==> config.mk <==
export PLATFORM = sky130hd
export DESIGN_NAME = vpw_protocol_handler
export DESIGN_NICKNAME = d
export VERILOG_FILES = /design/src/vpw_protocol_handler.v
export VERILOG_INCLUDE_DIRS = /design/src
export SDC_FILE = /design/constraint.sdc
export NUM_CORES = 1
export LEC_CHECK = 0
export BUFFER_PORTS_ARGS = -buffer_cell sky130_fd_sc_hd__buf_2
export CORE_MARGIN = 2
export CORE_UTILIZATION = 53
export CTS_CLUSTER_SIZE = 24
export DETAILED_ROUTE_END_ITERATION = 10
export PLACE_DENSITY = 0.77
export SYNTH_ARGS = -nofsm -noshare
export SYNTH_HDL_FRONTEND = slang
export SYNTH_SLANG_ARGS = --single-unit
==> constraint.sdc <==
create_clock -name pclk -period 2.35 [get_ports pclk]
set_input_delay 0.1175 -clock pclk [delete_from_list [all_inputs] [get_ports pclk]]
set_output_delay 0.1175 -clock pclk [all_outputs]
set_load 0.01 [all_outputs]
==> src/vpw_consts.vh <==
`ifndef VPW_CONSTS_VH
`define VPW_CONSTS_VH

// Register byte offsets
`define VPW_OFS_CTL1        8'h00
`define VPW_OFS_CTL2        8'h04
`define VPW_OFS_DATA        8'h08
`define VPW_OFS_STATE       8'h0C

// Field positions
`define VPW_CTL1_IRQ_EN     0
`define VPW_CTL2_LOOP       0
`define VPW_CTL2_FAST_EN    1
`define VPW_SV_RX_FULL      0
`define VPW_SV_RX_RESP      1
`define VPW_SV_TX_EMPTY     2
`define VPW_SV_CRC_ERR      3
`define VPW_SV_INV_SYM      4
`define VPW_SV_ARB_LOST     5
`define VPW_SV_TX_ERR       6

// Reset values
`define VPW_FLAGS_RST       7'h04

// Link clock period and its count of pclk cycles (pclk period 25 ns)
`define VPW_PCLK_NS         25
`define VPW_LINK_NS         1000
`define VPW_LINK_DIV        (`VPW_LINK_NS / `VPW_PCLK_NS)

// Receive windows in link clock periods
`define VPW_BIT_MIN         11'h0022
`define VPW_BIT_MID         11'h0060
`define VPW_BIT_MAX         11'h00A3
`define VPW_SOF_MAX         11'h00EF
`define VPW_EOF_MIN         11'h00EF
`define VPW_IDLE_MIN        11'h012C
`define VPW_FSOF_MIN        9'h028
`define VPW_FSOF_MAX        9'h03C
`define VPW_JOIN_MAX        9'h068
`define VPW_CNT_SAT         9'h1FF

// Transmit symbol lengths in link clock periods
`define VPW_T_SHORT         9'h040
`define VPW_T_LONG          9'h080
`define VPW_T_SOF           9'h0C8

// Frame check
`define VPW_CRC_POLY        8'h1D
`define VPW_CRC_INIT        8'hFF
`define VPW_CRC_RESIDUE     8'hC4

`endif

==> src/vpw_protocol_handler.v <==
`include "vpw_consts.vh"
`default_nettype none

module vpw_protocol_handler #(
    parameter LINK_DIV = `VPW_LINK_DIV
) (
    input  wire        pclk,
    input  wire        presetn,
    input  wire        psel,
    input  wire        penable,
    input  wire        pwrite,
    input  wire [7:0]  paddr,
    input  wire [31:0] pwdata,
    output wire [31:0] prdata,
    output wire        pready,
    output wire        pslverr,
    input  wire        bus_rx_pin,
    output wire        bus_tx_pin,
    output wire        irq
);

    localparam [7:0] DIV_M1 = LINK_DIV[7:0] - 8'h01;

    localparam [1:0] R_WAIT = 2'd0;
    localparam [1:0] R_DATA = 2'd1;
    localparam [1:0] R_EOD  = 2'd2;
    localparam [1:0] R_IGN  = 2'd3;

    localparam [2:0] T_IDLE = 3'd0;
    localparam [2:0] T_SOF  = 3'd1;
    localparam [2:0] T_BIT  = 3'd2;
    localparam [2:0] T_EXT  = 3'd3;
    localparam [2:0] T_EOD  = 3'd4;

    reg  [31:0] prdata_r;
    reg         pready_r;
    reg         pslverr_r;
    reg         tx_pin_r;
    reg         irq_r;
    reg         irq_en_r;
    reg         loop_r;
    reg         fast_en_r;
    reg  [6:0]  flags_r;
    reg         s1_r;
    reg         s2_r;
    reg         lvl_r;
    reg  [7:0]  pre_r;
    reg  [8:0]  cnt_r;
    reg         idle_r;
    reg         fast_r;
    reg  [1:0]  rx_st_r;
    reg  [6:0]  rx_sh_r;
    reg  [2:0]  rx_cnt_r;
    reg  [7:0]  rx_shadow_r;
    reg  [7:0]  rx_crc_r;
    reg         resp_r;
    reg  [2:0]  tx_st_r;
    reg  [7:0]  tx_sh_r;
    reg  [2:0]  tx_cnt_r;
    reg  [7:0]  tx_shadow_r;
    reg         sh_full_r;
    reg  [7:0]  tx_crc_r;
    reg         crc_sent_r;
    reg         ext_r;
    reg  [31:0] rd_nxt;
    reg  [8:0]  tgt_nxt;
    reg         drive_nxt;

    function [7:0] crc8;
        input [7:0] c;
        input [7:0] d;
        integer     i;
        reg   [7:0] x;
        begin
            x = c;
            for (i = 7; i >= 0; i = i - 1) begin
                if (x[7] ^ d[i])
                    x = {x[6:0], 1'b0} ^ `VPW_CRC_POLY;
                else
                    x = {x[6:0], 1'b0};
            end
            crc8 = x;
        end
    endfunction

    assign prdata     = prdata_r;
    assign pready     = pready_r;
    assign pslverr    = pslverr_r;
    assign bus_tx_pin = tx_pin_r;
    assign irq        = irq_r;

    wire        rxd      = loop_r ? tx_pin_r : s2_r;
    wire        edge_w   = rxd != lvl_r;
    wire        tick     = pre_r == DIV_M1;
    wire [10:0] dur      = fast_r ? {cnt_r, 2'b00} : {2'b00, cnt_r};
    wire        bit_ok   = (dur >= `VPW_BIT_MIN) && (dur < `VPW_BIT_MAX);
    // Short active or long passive is a 1, the reverse a 0
    wire        rbit     = lvl_r ? (dur < `VPW_BIT_MID)
                                 : (dur >= `VPW_BIT_MID);
    wire        sof_ok   = lvl_r && (dur >= `VPW_BIT_MAX)
                           && (dur < `VPW_SOF_MAX);
    wire        fsof_ok  = lvl_r && (cnt_r >= `VPW_FSOF_MIN)
                           && (cnt_r < `VPW_FSOF_MAX);
    wire [7:0]  rx_byte  = {rx_sh_r, rbit};
    wire        sb       = (tx_st_r == T_EXT) ? 1'b1 : tx_sh_r[7];
    wire        apb_done = psel && penable && pready_r;
    wire        hit      = (paddr[7:4] == 4'h0) && (paddr[1:0] == 2'b00);
    wire        bit_edge = edge_w && (rx_st_r == R_DATA);

    always @* begin
        rd_nxt = 32'h0000_0000;
        case (paddr)
            `VPW_OFS_CTL1:  rd_nxt[`VPW_CTL1_IRQ_EN] = irq_en_r;
            `VPW_OFS_CTL2:  rd_nxt[1:0] = {fast_en_r, loop_r};
            `VPW_OFS_DATA:  rd_nxt[7:0] = rx_shadow_r;
            `VPW_OFS_STATE: rd_nxt[6:0] = flags_r;
            default:        rd_nxt = 32'h0000_0000;
        endcase
    end

    // Symbol length: a 0 is long when active, a 1 long when passive
    always @* begin
        if (tx_st_r == T_SOF)
            tgt_nxt = `VPW_T_SOF;
        else if (lvl_r ^ sb)
            tgt_nxt = `VPW_T_LONG;
        else
            tgt_nxt = `VPW_T_SHORT;
        if ((tx_st_r == T_IDLE) || (tx_st_r == T_EOD))
            drive_nxt = 1'b0;
        else if (lvl_r)
            drive_nxt = cnt_r < tgt_nxt;
        else
            drive_nxt = cnt_r >= tgt_nxt;
    end

    always @(posedge pclk or negedge presetn) begin
        if (!presetn) begin
            prdata_r    <= 32'h0000_0000;
            pready_r    <= 1'b0;
            pslverr_r   <= 1'b0;
            tx_pin_r    <= 1'b0;
            irq_r       <= 1'b0;
            irq_en_r    <= 1'b0;
            loop_r      <= 1'b0;
            fast_en_r   <= 1'b0;
            flags_r     <= `VPW_FLAGS_RST;
            s1_r        <= 1'b0;
            s2_r        <= 1'b0;
            lvl_r       <= 1'b0;
            pre_r       <= 8'h00;
            cnt_r       <= 9'h000;
            idle_r      <= 1'b0;
            fast_r      <= 1'b0;
            rx_st_r     <= R_IGN;
            rx_sh_r     <= 7'h00;
            rx_cnt_r    <= 3'd0;
            rx_shadow_r <= 8'h00;
            rx_crc_r    <= `VPW_CRC_INIT;
            resp_r      <= 1'b0;
            tx_st_r     <= T_IDLE;
            tx_sh_r     <= 8'h00;
            tx_cnt_r    <= 3'd0;
            tx_shadow_r <= 8'h00;
            sh_full_r   <= 1'b0;
            tx_crc_r    <= `VPW_CRC_INIT;
            crc_sent_r  <= 1'b0;
            ext_r       <= 1'b0;
        end else begin
            s1_r  <= bus_rx_pin;
            s2_r  <= s1_r;
            lvl_r <= rxd;
            if (edge_w) begin
                pre_r <= 8'h00;
                cnt_r <= 9'h000;
                idle_r <= 1'b0;
            end else begin
                pre_r <= tick ? 8'h00 : pre_r + 8'h01;
                if (tick && (cnt_r != `VPW_CNT_SAT))
                    cnt_r <= cnt_r + 9'h001;
            end

            // Bus slave: one wait state, effects at the completing edge
            pready_r  <= 1'b0;
            pslverr_r <= 1'b0;
            if (psel && penable && !pready_r) begin
                pready_r  <= 1'b1;
                pslverr_r <= !hit;
                prdata_r  <= rd_nxt;
            end
            if (apb_done && pwrite) begin
                case (paddr)
                    `VPW_OFS_CTL1: irq_en_r <= pwdata[`VPW_CTL1_IRQ_EN];
                    `VPW_OFS_CTL2: begin
                        loop_r    <= pwdata[`VPW_CTL2_LOOP];
                        fast_en_r <= pwdata[`VPW_CTL2_FAST_EN];
                    end
                    `VPW_OFS_DATA: begin
                        tx_shadow_r <= pwdata[7:0];
                        sh_full_r   <= 1'b1;
                        flags_r[`VPW_SV_TX_EMPTY] <= 1'b0;
                    end
                    default: ;
                endcase
            end
            // Clears sit before the sets below so that a set wins
            if (apb_done && !pwrite && (paddr == `VPW_OFS_DATA)) begin
                flags_r[`VPW_SV_RX_FULL] <= 1'b0;
                flags_r[`VPW_SV_RX_RESP] <= 1'b0;
            end
            if (apb_done && !pwrite && (paddr == `VPW_OFS_STATE))
                flags_r[6:3] <= 4'h0;

            // Receiver
            if (!lvl_r && !edge_w && (dur >= `VPW_IDLE_MIN)) begin
                idle_r <= 1'b1;
                fast_r <= 1'b0;
                if (rx_st_r == R_IGN)
                    rx_st_r <= R_WAIT;
            end
            case (rx_st_r)
                R_WAIT: begin
                    if (edge_w && lvl_r) begin
                        rx_cnt_r <= 3'd0;
                        rx_crc_r <= `VPW_CRC_INIT;
                        resp_r   <= 1'b0;
                        if (sof_ok) begin
                            rx_st_r <= R_DATA;
                        end else if (fsof_ok && fast_en_r) begin
                            fast_r  <= 1'b1;
                            rx_st_r <= R_DATA;
                        end else begin
                            rx_st_r <= R_IGN;
                            if (dur >= `VPW_SOF_MAX)
                                flags_r[`VPW_SV_INV_SYM] <= 1'b1;
                        end
                    end
                end
                R_DATA: begin
                    if (edge_w) begin
                        if (bit_ok) begin
                            rx_sh_r  <= rx_byte[6:0];
                            rx_cnt_r <= rx_cnt_r + 3'd1;
                            // No byte limit: frames run until end-of-data
                            if (rx_cnt_r == 3'd7) begin
                                rx_shadow_r <= rx_byte;
                                rx_crc_r    <= crc8(rx_crc_r, rx_byte);
                                if (resp_r)
                                    flags_r[`VPW_SV_RX_RESP] <= 1'b1;
                                else
                                    flags_r[`VPW_SV_RX_FULL] <= 1'b1;
                            end
                        end else begin
                            flags_r[`VPW_SV_INV_SYM] <= 1'b1;
                            rx_st_r <= R_IGN;
                        end
                    end else if (!lvl_r && (dur >= `VPW_BIT_MAX)) begin
                        rx_st_r <= R_EOD;
                        if (rx_cnt_r != 3'd0)
                            flags_r[`VPW_SV_INV_SYM] <= 1'b1;
                        else if (rx_crc_r != `VPW_CRC_RESIDUE)
                            flags_r[`VPW_SV_CRC_ERR] <= 1'b1;
                    end
                end
                R_EOD: begin
                    if (edge_w) begin
                        rx_st_r  <= R_DATA;
                        rx_cnt_r <= 3'd0;
                        rx_crc_r <= `VPW_CRC_INIT;
                        resp_r   <= 1'b1;
                    end else if (dur >= `VPW_EOF_MIN) begin
                        rx_st_r <= R_WAIT;
                        fast_r  <= 1'b0;
                    end
                end
                default: ;
            endcase

            // Transmitter
            case (tx_st_r)
                T_IDLE: begin
                    if (sh_full_r && !fast_r) begin
                        if (idle_r)
                            tx_st_r <= T_SOF;
                        else if ((rx_st_r == R_WAIT) && lvl_r
                                 && (cnt_r <= `VPW_JOIN_MAX))
                            tx_st_r <= T_SOF;
                    end
                end
                T_SOF: begin
                    if (edge_w && lvl_r) begin
                        if (sof_ok) begin
                            tx_st_r     <= T_BIT;
                            tx_sh_r     <= tx_shadow_r;
                            tx_crc_r    <= crc8(`VPW_CRC_INIT, tx_shadow_r);
                            tx_cnt_r    <= 3'd0;
                            crc_sent_r  <= 1'b0;
                            sh_full_r   <= 1'b0;
                            flags_r[`VPW_SV_TX_EMPTY] <= 1'b1;
                        end else begin
                            tx_st_r <= T_IDLE;
                            flags_r[`VPW_SV_TX_ERR] <= 1'b1;
                        end
                    end
                end
                T_BIT: begin
                    if (bit_edge && !bit_ok) begin
                        tx_st_r <= T_IDLE;
                        flags_r[`VPW_SV_TX_ERR] <= 1'b1;
                        flags_r[`VPW_SV_INV_SYM] <= 1'b1;
                    end else if (bit_edge && (rbit != sb)) begin
                        if (sb) begin
                            flags_r[`VPW_SV_ARB_LOST] <= 1'b1;
                            if (tx_cnt_r == 3'd7) begin
                                tx_st_r <= T_EXT;
                                ext_r   <= 1'b1;
                            end else begin
                                tx_st_r <= T_IDLE;
                            end
                        end else begin
                            tx_st_r <= T_IDLE;
                            flags_r[`VPW_SV_TX_ERR] <= 1'b1;
                        end
                    end else if (bit_edge) begin
                        tx_sh_r  <= {tx_sh_r[6:0], 1'b0};
                        tx_cnt_r <= tx_cnt_r + 3'd1;
                        if (tx_cnt_r == 3'd7) begin
                            if (sh_full_r) begin
                                tx_sh_r   <= tx_shadow_r;
                                tx_crc_r  <= crc8(tx_crc_r, tx_shadow_r);
                                sh_full_r <= 1'b0;
                                flags_r[`VPW_SV_TX_EMPTY] <= 1'b1;
                            end else if (!crc_sent_r) begin
                                tx_sh_r    <= ~tx_crc_r;
                                crc_sent_r <= 1'b1;
                            end else begin
                                tx_st_r <= T_EOD;
                            end
                        end
                    end
                end
                T_EXT: begin
                    if (bit_edge) begin
                        if (!bit_ok || !rbit || !ext_r)
                            tx_st_r <= T_IDLE;
                        ext_r <= 1'b0;
                    end
                end
                T_EOD: begin
                    if (edge_w) begin
                        tx_st_r <= T_IDLE;
                        flags_r[`VPW_SV_INV_SYM] <= 1'b1;
                        flags_r[`VPW_SV_TX_ERR]  <= 1'b1;
                    end else if (rx_st_r != R_DATA) begin
                        tx_st_r <= T_IDLE;
                    end
                end
                default: tx_st_r <= T_IDLE;
            endcase
            if ((rx_st_r == R_DATA) && (tx_st_r != T_IDLE) && !edge_w
                && !lvl_r && (dur >= `VPW_BIT_MAX) && (tx_st_r != T_EOD))
                tx_st_r <= T_IDLE;

            tx_pin_r <= drive_nxt;
            irq_r    <= irq_en_r && (|flags_r);
        end
    end

endmodule // vpw_protocol_handler

`default_nettype wire

==> summary.md <==
| Metric | Value |
|---|---|
| XOR/XNOR Fraction of Synth Area | `11.3%` |
| Number of library cell types mapped by synthesis | `78` |
| Yosys reg bits | `106` |
| Post-route clock period utilization | `95.7%` |
| Crit. End Element | `register` |
| Max Cap Viol | `0` |
| Worst setup endpoint | `rx_crc_r[4]` |
| Wirelength, routed | `~15000 um` |
| Chip height | `roughly 110 um` |
| Critical path class | `register to register` |
| Antenna Diode Count | `0` |
| DRC | `0` |
| Root Driver | `clkbuf_16` |
| Synth Area in Adders | `roughly 2.7%` |
| Relative slew slack | `49.8%` |
| CP Max Fanout | `9` |
| Clock Sinks | `around 110` |
| Number of flops mapped to enable cells by yosys | `0` |
| Critical Path RT | `about 2.6 ns` |
| Max-slew violation count | `0` |
| Worst-path cell chain | `nor2_1 > o21ai_2 > xnor3_1 > xnor2_2 > xor2_1 > a21o_1 > a21oi_1` |
| Initial DRC count | `roughly 540` |
| Yosys warnings | `0` |
| Fin crit period | `approximately 2.2 ns` |
| Layout cells sized above 1 | `between 20 and 25%` |
| Initial antenna violation count | `0` |
| DR WL/cell | `between 15 and 20 um` |
| R2R setup slack | `~0.1 ns` |
| Slew @ Worst Pin | `between 0.7 and 0.8 ns` |
| Final setup viols | `0` |
| Multi-input logic area | `~3400 um2` |
| Multiplexer share of the synthesized area | `approximately 6.5%` |
| Compound-gate portion of the synthesized area | `14.1%` |
| Worst R2R End | `rx_crc_r[4]` |
| Fmax | `445 MHz` |
| Setup TNS | `0 ns` |
| Avg Cell Area, Syn | `about 9.5 um2` |
| Post-synth top flop | `dfrtp_1` |
| Crit. path cell count | `7` |
| Initial Util | `between 50 and 60%` |
| Crit path largest cell delay | `approximately 0.50 ns` |
| Final-layout fill cell count | `997` |
| Simple-Gate Fraction of Synth Area | `approximately 17%` |
| Cts bufs inserted | `9` |
| Clock tree buffer depth | `2` |
| Dpl ws | `0.0286 ns` |
| Total Die Area | `between 10000 and 15000 um2` |
| TritonRoute pass-1 iters | `5` |
| NumNets Final | `about 800` |
| Routed Antenna Nets | `0` |
| Gr ovfl total | `0` |
| Clk_skew | `roughly 0.008 ns` |
| Power Density | `approximately 650 nW/um2` |
| FF-to-FF path depth | `7` |
| Post-DP HPWL | `about 11000 um` |
| CTS tree | `done` |
| Netlist Area Pre-Place | `6420 um2` |
| Worst min path class | `primary input to register` |
| Buf/Inv on CP | `0` |
| Vias in the first global route | `approximately 5.0k` |
| Core Box Area | `between 10000 and 15000 um2` |
| H-tree levels | `3` |
| FFs w/ async S/R, synth | `100%` |
| Clock Pin Slew Worst Setup and Hold Paths | `about 0.070 ns` |
| Seq/Total Area, Yosys | `41.7%` |
| DR vias/cell | `between 5 and 6` |
| Width of the die | `114 um` |
| Post-Syn Instances | `~680` |
| Clk_lat worst skew | `about 0.36 ns` |
| Io pins | `between 80 and 90` |
| Status | `finished clean` |
| Largest net degree at the start of global routing | `40` |
| GP Congestion | `0.928` |
| Via count | `5139` |
| PortBufs | `33` |
| Crit path max-delay family | `XOR/XNOR gates` |
| Global Route Usage Sum | `between 20% and 30%` |
| Post-placement cell area | `approximately 7000 um2` |
| CP max-delay cell | `dfrtp_1` |
| Crit path launch type | `register` |
| FF-to-FF Start | `cnt_r[7]` |
| Main combinational cell family by area after synthesis | `simple AND/OR/NAND/NOR gates` |
| Global-route wire length before repair | `24300 um` |
| Post-route cell area | `around 7300 um2` |
| Worst Setup SP | `cnt_r[7]` |
| Pleak | `0.00337 uW` |
| Reg area | `2680 um2` |
| Final Hold Violating Endpoints | `0` |
| Worst EP arrival | `around 2.5 ns` |
| RSZ-0062 raised after global routing | `yes` |
| Peak supply drop | `just under 0.4 mV` |
| Std-Cell Rows | `40` |
| Fin worst setup slack | `around 0.1 ns` |
| Synthesis-to-layout area growth | `14.2%` |
## worst register-to-register path: cells and delay by family, from the launching register on
family / cells / cell delay (ns)
simple gates: 1 / 0.31
compound gates: 3 / 0.50
flops: 1 / 0.50
xor+xnor: 3 / 0.86
## repair_timing
item	in CTS	in global routing
pin swaps	0	1
setup buffers	0	1
endpoints found under the setup margin	1	16
endpoints found under the hold margin	27	0
cloned	0	0
gates resized for setup	1	12
hold buffers	8	0
## cell families (layout without fill, tap and decap cells)
group	after synthesis	in the layout
fa+ha+maj	14	14
flops	106	106
buf+inv	78	124
mux	35	35
compound gates	134	134
xor+xnor	80	80
other cells	1	24
simple gates	227	227
## cells in the final DEF, fill, tap and decap left out, drive strengths merged, types with 12 or more instances in the layout
| cell type | n |
|---|---|
| inv | 24 |
| o21ai | 36 |
| conb | 24 |
| nor2 | 59 |
| nand3 | 20 |
| ha | 14 |
| xnor2 | 51 |
| dfrtp | 87 |
| nand2 | 86 |
| mux2 | 26 |
| o22ai | 12 |
| a21oi | 33 |
| xor2 | 27 |
| dfstp | 19 |
| nor3 | 14 |
| buf | 77 |
## synthesized netlist by cell type, drive strengths merged, types with 3 or more instances
| library cell | number | area [um2] |
|---|---|---|
| a22o | 4 | 35.0 |
| dfstp | 19 | 499 |
| a21oi | 33 | 165 |
| xor2 | 27 | 236 |
| o2111ai | 3 | 26.3 |
| nor2b | 7 | 43.8 |
| o21ai | 36 | 184 |
| and3 | 6 | 37.5 |
| o31ai | 3 | 22.5 |
| nand4 | 7 | 43.8 |
| inv | 23 | 86.3 |
| clkbuf | 13 | 48.8 |
| a22oi | 6 | 58.8 |
| or2 | 3 | 18.8 |
| buf | 42 | 309 |
| a31oi | 4 | 25.0 |
| nand3 | 20 | 113 |
| nor3 | 14 | 75.1 |
| mux2i | 7 | 70.1 |
| dfrtp | 87 | 2180 |
| o211ai | 4 | 35.0 |
| and2 | 5 | 33.8 |
| mux2 | 26 | 300 |
| or3 | 4 | 25.0 |
| xnor2 | 51 | 447 |
| ha | 14 | 175 |
| nand2b | 4 | 25.0 |
| a211oi | 3 | 22.5 |
| a21o | 5 | 37.5 |
| nor2 | 59 | 229 |
| nor4 | 4 | 25.0 |
| o22ai | 12 | 81.3 |
| nand2 | 86 | 330 |
## stage by stage
stage | cells | hold WS (ns) | power, uW | utilization (%)
after floorplan | 698 | -0.178 | 2850 | -
after global placement | 866 | 0.113 | 3040 | 57.6
after detailed placement | 866 | 0.123 | 3080 | 57.6
after CTS | 890 | 0.0102 | 4740 | 60.9
after global routing | 891 | 0.000789 | 4970 | 61.5
final | 891 | 0.0163 | 4760 | 61.5
## power breakdown
part	switching (uW)	internal, uW
Clock	692	940
Combinational	592	488
Sequential	83.6	1960
Total	1370	3390
## how the worst min path moves through the flow
stage / end / slack, ns / from / cells after the start
6_report: fast_en_r / 0.02 / pwdata[1] / 2
2_1_floorplan: bus_tx_pin / -0.18 / presetn / 0
4_1_cts: fast_en_r / 0.01 / pwdata[1] / 2
3_3_place_gp: rx_cnt_r[2] / 0.11 / presetn / 1
5_1_grt: fast_en_r / 0.0008 / pwdata[1] / 2
3_5_place_dp: rx_cnt_r[2] / 0.12 / presetn / 1
## state kept, by name, indices dropped and copies added (netlist names), 2 cells and up
register,flops
tx_crc_r,8
tx_sh_r,8
tx_st_r,3
tx_shadow_r,8
tx_cnt_r,3
rx_st_r,2
rx_sh_r,7
prdata,8
rx_cnt_r,3
rx_crc_r,8
cnt_r,9
flags_r,7
pre_r,8
rx_shadow_r,8
## cell type report
| type | instances | share of cell area (%) |
|---|---|---|
| multi-input combinational | 514 | 47.0 |
| sequential | 106 | 36.6 |
| timing repair buffer | 85 | 8.40 |
| clock buffer | 10 | 3.13 |
| tap | 147 | 2.51 |
| clock inverter | 6 | 1.23 |
| inverter | 23 | 1.18 |
## per-layer routing
metal / GRT usage, % / share of wire (%)
met4: 6.59 / 1.7
met3: 5.47 / 6.1
met2: 39.4 / 49
met1: 30.9 / 43
met5: 0 / 0
Power figures use the tool's default switching activity.
